## config.mk

```make
export PLATFORM = sky130hd
export DESIGN_NAME = lvca_arbiter
export DESIGN_NICKNAME = d
export VERILOG_FILES = /design/src/design/lvca_pkg.sv /design/src/design/lvca_arbiter.sv
export VERILOG_INCLUDE_DIRS = /design/src /design/src/design
export SDC_FILE = /design/constraint.sdc
export NUM_CORES = 1
export LEC_CHECK = 0
export ABC_AREA = 0
export ABC_CLOCK_PERIOD_IN_PS = 13200
export BUFFER_PORTS_ARGS = -buffer_cell sky130_fd_sc_hd__buf_2
export CORE_UTILIZATION = 50
export DETAILED_ROUTE_END_ITERATION = 12
export PLACE_DENSITY = 0.71
export REMOVE_ABC_BUFFERS = 1
export SLEW_MARGIN = 5
export SYNTH_ARGS = -nofsm -noshare
export SYNTH_HDL_FRONTEND = slang
export SYNTH_SLANG_ARGS = --single-unit
```

## constraint.sdc

```tcl
create_clock -name clk -period 13.2 [get_ports clk]
set_input_delay 0.66 -clock clk [delete_from_list [all_inputs] [get_ports clk]]
set_output_delay 0.66 -clock clk [all_outputs]
set_load 0.1 [all_outputs]
```

## src/design/lvca_defines.svh

```systemverilog
// Register offsets, field positions, reset values and widths for the channel arbiter.
`ifndef LVCA_DEFINES_SVH
`define LVCA_DEFINES_SVH

// Byte addresses of the Wishbone registers.
`define LVCA_CTRL_OFS        8'h00
`define LVCA_STATUS_OFS      8'h04

// Control register fields.
`define LVCA_CTRL_ISOC_BIT   0
`define LVCA_CTRL_FASTR_BIT  1
`define LVCA_CTRL_RESET      32'h0000_0000

// Status register fields.
`define LVCA_STAT_ISOC_BIT   0
`define LVCA_STAT_FASTR_BIT  1
`define LVCA_STAT_OCC_LSB    8
`define LVCA_STAT_OCC_MSB    13

// Channel numbering: lane times three plus class.
`define LVCA_NUM_VC          6
`define LVCA_CLS_POSTED      2'h0
`define LVCA_CLS_NONPOSTED   2'h1
`define LVCA_CLS_REPLY       2'h2
`define LVCA_VC_P_N          3'h0
`define LVCA_VC_NP_N         3'h1
`define LVCA_VC_R_N          3'h2
`define LVCA_VC_P_I          3'h3
`define LVCA_VC_NP_I         3'h4
`define LVCA_VC_R_I          3'h5

`endif

```

## src/design/lvca_pkg.sv

```systemverilog
// Types shared by the channel arbiter and its bench.
package lvca_pkg;

	// Packet kinds seen by the arbiter.
	typedef enum logic [3:0]
	{
		KIND_WRITE_POSTED,
		KIND_WRITE_NONPOSTED,
		KIND_READ,
		KIND_READ_REPLY,
		KIND_TARGET_DONE,
		KIND_BROADCAST,
		KIND_ATOMIC,
		KIND_FENCE,
		KIND_FLUSH
	} lvca_kind_e;

	// One packet as it moves through a channel slot.
	typedef struct packed
	{
		lvca_kind_e  kind;
		logic        isoc;
		logic        pass_posted_write_flag;
		logic        reply_to_isoc;
		logic [31:0] payload;
	} lvca_pkt_s;

endpackage

```

## src/design/lvca_arbiter.sv

```systemverilog
// Virtual channel ordering and priority arbiter with a Wishbone control slave.
//
// What this block does
// Posted requests overtake stalled nonposted requests; ordinary posted waits only for its credit or for time-critical traffic.
// Responses overtake stalled nonposted requests.
// Posted requests overtake responses waiting at the head.
// A response never passes an older posted write in its lane, barring exceptions.
// High-priority mode has own posted, nonposted and response channels and buffers.
// Flagged reads and writes travel in the time-critical request channels.
// Flagged read replies and target-complete packets use the time-critical response channel.
// A no-operation credit packet with the flag set returns time-critical credits.
// Broadcast and atomic packets never enter or affect time-critical channels.
// Fence and flush use time-critical channels only when their flag is one.
// Cold reset leaves high-priority mode off; software sets it then warm resets.
// No ordering across lanes; fairness covers only ordinary traffic.
// Time-critical lane uses the same passing rules as the ordinary lane.
// Time-critical traffic always wins, strictly, with no starvation guard.
// High-priority mode is enabled per link.
// Isochronous sources mark their requests with the priority flag.
// A host may set the pass-posted flag on every downstream response.
// Reduced-latency option lets pass-posted responses overtake stalled posted requests.
// In normal mode no time-critical channels exist; credit packets carry flag zero.
// In normal mode the flag may be ignored; it is forwarded unchanged except that replies to flagged requests get it set.
// A reply to a flagged nonposted request carries the flag set.
// Posted requests are accepted with no dependency on other traffic.
// The mode enable is taken only as a warm reset ends.
// Reset-time credits come in per channel; a packet issues only with credit.
`timescale 1ns/1ps
`include "lvca_defines.svh"

module lvca_arbiter
#(
	parameter int CW = 4
)
(
	input  wire logic                              clk,
	input  wire logic                              nrst,
	input  wire logic                              warm_rst_n,
	input  wire logic                              in_valid,
	input  wire lvca_pkg::lvca_pkt_s               in_pkt,
	output logic      [`LVCA_NUM_VC-1:0]           in_ready,
	input  wire logic [`LVCA_NUM_VC-1:0][CW-1:0]   cred_init,
	input  wire logic [`LVCA_NUM_VC-1:0]           cred_ret,
	output logic                                   out_valid,
	output logic      [2:0]                        out_vc,
	output lvca_pkg::lvca_pkt_s                    out_pkt,
	output logic                                   rel_valid,
	output logic      [2:0]                        rel_vc,
	output logic                                   rel_isoc,
	input  wire logic                              wb_cyc_i,
	input  wire logic                              wb_stb_i,
	input  wire logic                              wb_we_i,
	input  wire logic [7:0]                        wb_adr_i,
	input  wire logic [3:0]                        wb_sel_i,
	input  wire logic [31:0]                       wb_dat_i,
	output logic      [31:0]                       wb_dat_o,
	output logic                                   wb_ack_o
);

	// Control reset image held as a constant so single fields can be picked out of it.
	localparam logic [31:0] CTRL_RST = `LVCA_CTRL_RESET;

	// Channel class of a packet kind.
	function automatic logic [1:0] class_of(input lvca_pkg::lvca_kind_e k);
		unique case (k)
			lvca_pkg::KIND_WRITE_POSTED,
			lvca_pkg::KIND_BROADCAST,
			lvca_pkg::KIND_FENCE:       class_of = `LVCA_CLS_POSTED;
			lvca_pkg::KIND_READ_REPLY,
			lvca_pkg::KIND_TARGET_DONE: class_of = `LVCA_CLS_REPLY;
			default:                    class_of = `LVCA_CLS_NONPOSTED;
		endcase
	endfunction

	// True for kinds that may never ride the time-critical lane.
	function automatic logic lane_barred(input lvca_pkg::lvca_kind_e k);
		lane_barred = (k == lvca_pkg::KIND_BROADCAST) || (k == lvca_pkg::KIND_ATOMIC);
	endfunction

	logic                              ws_meta;
	logic                              ws_sync;
	logic                              ws_prev;
	logic                              warm_end;
	logic                              isoc_req;
	logic                              fast_reply;
	logic                              isoc_mode;
	logic [`LVCA_NUM_VC-1:0]           occ;
	lvca_pkg::lvca_pkt_s               slot [`LVCA_NUM_VC];
	logic [1:0]                        ahead;
	logic [`LVCA_NUM_VC-1:0][CW-1:0]   cred;
	logic [1:0]                        in_cls;
	logic                              in_lane;
	logic [2:0]                        in_idx;
	logic                              in_reply_isoc;
	logic [`LVCA_NUM_VC-1:0]           acc;
	logic [`LVCA_NUM_VC-1:0]           elig;
	logic [1:0]                        blk;
	logic [`LVCA_NUM_VC-1:0]           gnt;
	logic                              rr_reply;
	logic [2:0]                        gnt_idx;
	logic                              wb_hit;

	// The warm reset pin is asynchronous to clk; only ws_sync and its delayed copy ws_prev are read by logic.
	always_ff @(posedge clk)
	begin
		if (!nrst)
		begin
			ws_meta <= 1'b0;
			ws_sync <= 1'b0;
			ws_prev <= 1'b0;
		end
		else
		begin
			ws_meta <= ~warm_rst_n;
			ws_sync <= ws_meta;
			ws_prev <= ws_sync;
		end
	end

	assign warm_end = ws_prev & ~ws_sync;

	// Mode is frozen between warm resets so channel layout never shifts under live traffic.
	always_ff @(posedge clk)
	begin
		if (!nrst)
			isoc_mode <= 1'b0;
		else if (warm_end)
			isoc_mode <= isoc_req;
	end

	// Software control: the mode request and the reduced-latency reply option.
	always_ff @(posedge clk)
	begin
		if (!nrst)
		begin
			isoc_req   <= CTRL_RST[`LVCA_CTRL_ISOC_BIT];
			fast_reply <= CTRL_RST[`LVCA_CTRL_FASTR_BIT];
		end
		else if (wb_hit && wb_we_i && wb_sel_i[0] && wb_adr_i == `LVCA_CTRL_OFS)
		begin
			isoc_req   <= wb_dat_i[`LVCA_CTRL_ISOC_BIT];
			fast_reply <= wb_dat_i[`LVCA_CTRL_FASTR_BIT];
		end
	end

	// Classify the offered packet into its channel.
	always_comb
	begin
		in_cls        = class_of(in_pkt.kind);
		in_reply_isoc = (in_cls == `LVCA_CLS_REPLY) && in_pkt.reply_to_isoc;
		// In high-priority mode a reply that gains the flag also rides the time-critical response channel.
		in_lane       = isoc_mode && (in_pkt.isoc || in_reply_isoc)
			&& !lane_barred(in_pkt.kind);
		in_idx        = in_lane ? 3'(in_cls) + `LVCA_VC_P_I : 3'(in_cls);
	end

	// Each channel slot is its own flow-control buffer; a free posted slot accepts alone.
	always_comb
	begin
		for (int i = 0; i < `LVCA_NUM_VC; i++)
			acc[i] = in_valid && in_ready[i] && (in_idx == 3'(i));
	end

	generate
		for (genvar g = 0; g < `LVCA_NUM_VC; g++)
		begin : g_slot
			// Slot storage; the ready flag mirrors emptiness so it leaves from a flop.
			always_ff @(posedge clk)
			begin
				if (!nrst || ws_sync)
				begin
					occ[g]      <= 1'b0;
					in_ready[g] <= 1'b1;
				end
				else if (acc[g])
				begin
					occ[g]      <= 1'b1;
					in_ready[g] <= 1'b0;
				end
				else if (gnt[g])
				begin
					occ[g]      <= 1'b0;
					in_ready[g] <= 1'b1;
				end
			end

			// Payload and flags are kept as received apart from the isoc flag of a reply.
			always_ff @(posedge clk)
			begin
				if (!nrst)
					slot[g] <= '0;
				else if (acc[g])
				begin
					slot[g]      <= in_pkt;
					slot[g].isoc <= in_pkt.isoc | in_reply_isoc;
				end
			end

			// Per-channel credit; loaded during reset, returned by pulses, spent on issue.
			always_ff @(posedge clk)
			begin
				if (!nrst || ws_sync)
					cred[g] <= cred_init[g];
				else if (cred_ret[g] && !gnt[g])
					cred[g] <= cred[g] + CW'(1);
				else if (!cred_ret[g] && gnt[g])
					cred[g] <= cred[g] - CW'(1);
			end
		end
	endgenerate

	generate
		for (genvar l = 0; l < 2; l++)
		begin : g_lane
			// Remember a posted write older than the response in the same lane.
			always_ff @(posedge clk)
			begin
				if (!nrst || ws_sync)
					ahead[l] <= 1'b0;
				else if (acc[3*l+2])
					ahead[l] <= occ[3*l] && !gnt[3*l];
				else if (gnt[3*l])
					ahead[l] <= 1'b0;
			end

			// A response waits on older posted data unless the fast option lets it pass.
			assign blk[l] = ahead[l] && !(fast_reply && slot[3*l+2].pass_posted_write_flag);
		end
	endgenerate

	// A channel is eligible when it holds a packet, has credit and is not held back.
	always_comb
	begin
		for (int i = 0; i < `LVCA_NUM_VC; i++)
			elig[i] = occ[i] && (cred[i] != '0);
		elig[`LVCA_VC_R_N] = elig[`LVCA_VC_R_N] && !blk[0];
		elig[`LVCA_VC_R_I] = elig[`LVCA_VC_R_I] && !blk[1];
	end

	// Lane choice is strict; inside a lane posted goes first, nonposted never blocks others.
	always_comb
	begin
		gnt = '0;
		if (elig[`LVCA_VC_P_I])
			gnt[`LVCA_VC_P_I] = 1'b1;
		else if (elig[`LVCA_VC_R_I])
			gnt[`LVCA_VC_R_I] = 1'b1;
		else if (elig[`LVCA_VC_NP_I])
			gnt[`LVCA_VC_NP_I] = 1'b1;
		else if (elig[`LVCA_VC_P_N])
			gnt[`LVCA_VC_P_N] = 1'b1;
		else if (elig[`LVCA_VC_R_N] && (rr_reply || !elig[`LVCA_VC_NP_N]))
			gnt[`LVCA_VC_R_N] = 1'b1;
		else if (elig[`LVCA_VC_NP_N])
			gnt[`LVCA_VC_NP_N] = 1'b1;
	end

	// Index of the granted channel.
	always_comb
	begin
		gnt_idx = 3'h0;
		for (int i = 0; i < `LVCA_NUM_VC; i++)
			if (gnt[i])
				gnt_idx = 3'(i);
	end

	// Fairness turn between ordinary responses and nonposted; isoc grants do not move it.
	always_ff @(posedge clk)
	begin
		if (!nrst)
			rr_reply <= 1'b1;
		else if (gnt[`LVCA_VC_R_N])
			rr_reply <= 1'b0;
		else if (gnt[`LVCA_VC_NP_N])
			rr_reply <= 1'b1;
	end

	// Issue port: one packet a cycle, forwarded with its flags untouched.
	always_ff @(posedge clk)
	begin
		if (!nrst)
		begin
			out_valid <= 1'b0;
			out_vc    <= 3'h0;
			out_pkt   <= '0;
		end
		else
		begin
			out_valid <= |gnt;
			out_vc    <= gnt_idx;
			out_pkt   <= slot[gnt_idx];
		end
	end

	// Buffer release toward the sender; the flag says which lane the credit is for.
	always_ff @(posedge clk)
	begin
		if (!nrst)
		begin
			rel_valid <= 1'b0;
			rel_vc    <= 3'h0;
			rel_isoc  <= 1'b0;
		end
		else
		begin
			rel_valid <= |gnt;
			rel_vc    <= gnt_idx;
			rel_isoc  <= isoc_mode && (gnt_idx >= `LVCA_VC_P_I);
		end
	end

	// Classic Wishbone slave: ack one cycle after the strobe, dropped the cycle after.
	assign wb_hit = wb_cyc_i && wb_stb_i && !wb_ack_o;

	always_ff @(posedge clk)
	begin
		if (!nrst)
		begin
			wb_ack_o <= 1'b0;
			wb_dat_o <= 32'h0000_0000;
		end
		else
		begin
			wb_ack_o <= wb_hit;
			wb_dat_o <= 32'h0000_0000;
			if (wb_hit && !wb_we_i && wb_adr_i == `LVCA_CTRL_OFS)
			begin
				wb_dat_o[`LVCA_CTRL_ISOC_BIT]  <= isoc_req;
				wb_dat_o[`LVCA_CTRL_FASTR_BIT] <= fast_reply;
			end
			else if (wb_hit && !wb_we_i && wb_adr_i == `LVCA_STATUS_OFS)
			begin
				wb_dat_o[`LVCA_STAT_ISOC_BIT]                     <= isoc_mode;
				wb_dat_o[`LVCA_STAT_FASTR_BIT]                    <= fast_reply;
				wb_dat_o[`LVCA_STAT_OCC_MSB:`LVCA_STAT_OCC_LSB] <= occ;
			end
		end
	end

	// Pending time-critical work always takes the next issue slot.
	AST_ISOC_FIRST: assert property (@(posedge clk) disable iff (!nrst)
		(|elig[`LVCA_VC_R_I:`LVCA_VC_P_I]) |=> (out_valid && out_vc >= `LVCA_VC_P_I))
		else $error("ordinary packet issued while time-critical work was ready");

	// An eligible ordinary posted write is not held back by nonposted or responses.
	AST_POSTED_PASS: assert property (@(posedge clk) disable iff (!nrst)
		(elig[`LVCA_VC_P_N] && !(|elig[`LVCA_VC_R_I:`LVCA_VC_P_I]))
		|=> (out_valid && out_vc == `LVCA_VC_P_N))
		else $error("ordinary posted write did not issue");

	// An ordinary response behind an older posted write waits for it unless the fast option lets it pass.
	AST_REPLY_ORDER: assert property (@(posedge clk) disable iff (!nrst)
		(gnt[`LVCA_VC_R_N] && occ[`LVCA_VC_P_N] && ahead[0]) |-> (fast_reply
		&& slot[`LVCA_VC_R_N].pass_posted_write_flag))
		else $error("response passed an older posted write");

	// Cold reset turns the mode off and it stays off until a warm reset ends.
	AST_COLD_OFF: assert property (@(posedge clk)
		!nrst |=> !isoc_mode)
		else $error("high-priority mode active after cold reset");

	// The mode only changes at the end of a warm reset.
	AST_MODE_STABLE: assert property (@(posedge clk) disable iff (!nrst)
		!warm_end |=> $stable(isoc_mode))
		else $error("mode changed outside a warm reset end");

	// No packet issues from a channel without credit.
	AST_CREDIT_GATE: assert property (@(posedge clk) disable iff (!nrst)
		(|gnt) |-> (cred[gnt_idx] != '0))
		else $error("packet issued without credit");

	// Credit releases in normal mode never claim the time-critical lane.
	AST_NOP_FLAG: assert property (@(posedge clk) disable iff (!nrst)
		(rel_valid && !isoc_mode) |-> !rel_isoc)
		else $error("time-critical credit flag sent in normal mode");

	// Broadcast and atomic packets never leave from a time-critical channel.
	AST_NO_ISOC_BCAST: assert property (@(posedge clk) disable iff (!nrst)
		(out_valid && out_vc >= `LVCA_VC_P_I) |-> !lane_barred(out_pkt.kind))
		else $error("broadcast or atomic packet in time-critical lane");

	// A reply to a flagged request leaves with the flag set.
	AST_REPLY_ISOC: assert property (@(posedge clk) disable iff (!nrst)
		(out_valid && class_of(out_pkt.kind) == `LVCA_CLS_REPLY && out_pkt.reply_to_isoc)
		|-> out_pkt.isoc)
		else $error("reply to flagged request lost its flag");

	// A free posted slot accepts an offered posted packet in the same cycle.
	AST_POSTED_ACCEPT: assert property (@(posedge clk) disable iff (!nrst || ws_sync)
		acc[`LVCA_VC_P_N] |=> (occ[`LVCA_VC_P_N] && !in_ready[`LVCA_VC_P_N]))
		else $error("posted packet not taken into its slot");

endmodule

```

==> impl_metrics.ini <==
[yosys]
synth_cells = 1166
yosysUniqueCellTypes = 55
synth_top_area_frac = 0.524
synthFlopType = edfxtp_1
mappedNetlistArea_mm2 = 0.0148
synth-seq-cells = 332
synth-edff-count = 258
yosysWarnings = 0
synth.area.top_cells = edfxtp_1 52%, dfxtp_1 10%, and2_1 8.1%
synth_top_cell_by_area = edfxtp_1
ys_seq_area_frac = 0.624
synth_most_common_cell = edfxtp_1
syn_avg_cell_area_um2 = 12.7
async_flop_share = 0
ys_top_cells_by_count = 258 x edfxtp_1, 192 x and2_1, 82 x mux2i_1, 74 x dfxtp_1, 65 x clkbuf_1

[timing]
period_minus_slack_ps = 4250
finalSetupViolations = 0
slew_viol_final = 0
setup_tns_ps = 0
worst_slew_pin_slew_ps = 1140
fmax_mhz = 235
skew_ps = 29.7
rsz0062_at_grt = false
hold_violations = 0
fin_crit_sh = 0.322
slew-limit-headroom = 0.234

[clock_tree]
cts_made_buffers = 35
cts_buffer_depth = 3
clockRootBuffer = clkbuf_16
cts_tree = built
holdBufCountCts = 0
cts_max_level = 2
cts_num_sinks = 332
clkLatencyLatePin_ps = 520
cts_setup_buffers = 0
clk_pin_slew_ps = 60
postCtsResizedCells = 0

[floorplanning]
coreArea_mm2 = 0.0289
die_y_um = 174
io_pins = 207
die_w_um = 174
floorplan.initialDensity = 0.511
rows = 62
die-area_mm2 = 0.0303

[setup_path]
rrSetupSlack_ps = 8950
ff2ff_path_depth = 6
critPathKind = flip-flop to flip-flop
rr_startpoint = cred[0]
endpoint_kind = flip-flop
start_kind = flip-flop
critPathMaxFanout = 46
cp-startpoint = cred[0]
crit_required_ps = 13500
crit_arrival_ps = 4560
rr_endpoint = out_pkt[11]

[power]
combPwrFrac = 0.135
seqPwrFrac = 0.480
p_clk_frac = 0.385
p_sw_uw = 677
vdd_drop_max_uv = 69.7
p_per_area_mw_per_mm2 = 151
p_leak_uw = 0.00672
swShare = 0.265
cell_internal_pwr_uw = 1880

[global_route]
grt_first_pass_wirelength_um = 53800
use_met3 = 0.0413
met1_usage = 0.304
gr-usage-met2 = 0.394
grt.overflow.total = 0
grt_max_degree = 66
antenna_found_initial = 1
top_usage_layer = met2
first_global_vias = 9518
grt_util_all_layers = 0.231

[finish]
syn_to_final_growth_pct = 14.4
nets = 1426
layout-drive-gt1-share = 0.186
stdcell_count = 1699

[status]
outcome = finished, final reports clean

[place]
dp_hpwl_um = 18800
gp_routability_congestion = 0.824
io_buffers = 149
place_inst = 1634

[route]
drt-initial-drc-count = 852
route.detailed.drc = 0
num_vias = 9574
first_pass_iters = 5
ant_nets = 0
drt_wl_total_um = 34800
drt-wirelength-per-cell_um = 20.5
drt-vias-per-instance = 5.64

[worst_hold_path]
holdPathEnd = ws_meta
worstHoldPathCells = 2
min-delay-start = warm_rst_n
hold_path_class = primary input to flip-flop

[run]
maxCapViolations = 0
==> registers in the layout (all words and copies together), names as in the netlist, 2 cells and up <==
signal	cells
rel_vc	3
ahead	2
in_ready	6
cred	24
slot	234
out_pkt	39
wb_dat_o	8
occ	6
==> kinds of logic (layout without fill, tap and decap cells) <==
kind of cell,Yosys count,count (layout),share of synthesized area
AND/OR/NAND/NOR,397,397,0.155
flip-flops,332,332,0.624
AO/OA/AOI/OAI,198,198,0.0940
buffers and inverters,117,238,0.0404
multiplexers,82,82,0.0555
XOR/XNOR,20,20,0.0118
adder cells (fa/ha/maj),19,19,0.0191
other,1,29,0.000253
==> how the worst max path moves through the flow <==
stage / to / slack (ps)
6_report: out_pkt[11] / 8950
3_5_place_dp: out_pkt[11] / 8970
3_3_place_gp: out_pkt[11] / 9010
5_1_grt: out_pkt[11] / 8710
4_1_cts: out_pkt[11] / 8940
2_1_floorplan: out_pkt[0] / 8350
==> layer usage <==
layer  wire length [µm]  part of all wire  up-vias
met4                590             0.017        0
met5                  0                 0        -
met1              14400              0.41     4711
li1                   -                 -     4445
met3               2540             0.073       48
met2              17200              0.50      370
==> placed cells by master, fill, tap and decap left out, types with 39 or more instances in the layout <==
cell type / count
edfxtp_1: 258
and2_1: 192
buf_2: 149
mux2i_1: 82
dfxtp_1: 74
o21ai_0: 61
nand3_1: 51
a21o_1: 50
nand2_1: 48
and3_1: 45
o221ai_1: 39
==> cell type report <==
cell class                      count  area (µm²)
Antenna cell                        1        2.50
Tap cell                          384         480
Fill cell                        2318       12000
Multi-Input combinational cell    744        5150
Timing Repair Buffer              167         881
Clock buffer                       53        1000
Sequential cell                   332        9230
Inverter                            7        26.3
Clock inverter                     11         146
==> per-stage QoR <==
stage	instance area (µm²)	setup slack, ps	util	hold WS (ps)	power [µW]
2_1_floorplan	14300	8350	-	412	1500
3_3_place_gp	15800	9010	0.545	420	1580
3_5_place_dp	15800	8970	0.545	431	1590
4_1_cts	16900	8940	0.585	284	2570
5_1_grt	16900	8710	0.585	300	2640
6_report	16900	8950	0.585	296	2550
==> power groups by stage <==
stage | sequential, µW | combinational, µW | clock, µW
6_report | 1220 | 345 | 984
5_1_grt | 1230 | 371 | 1030
4_1_cts | 1230 | 346 | 996
3_5_place_dp | 1250 | 344 | 0
3_3_place_gp | 1240 | 340 | 0
2_1_floorplan | 1320 | 177 | 0
==> worst max-delay path, stage by stage, from the launching register on <==
cell and delay [ps]:
edfxtp_1 480, o41ai_1 660, and3_2 970, a21o_4 610, buf_4 790, mux2i_1 260, o221ai_1 220
No activity file was read; power rests on OpenSTA's default activity.
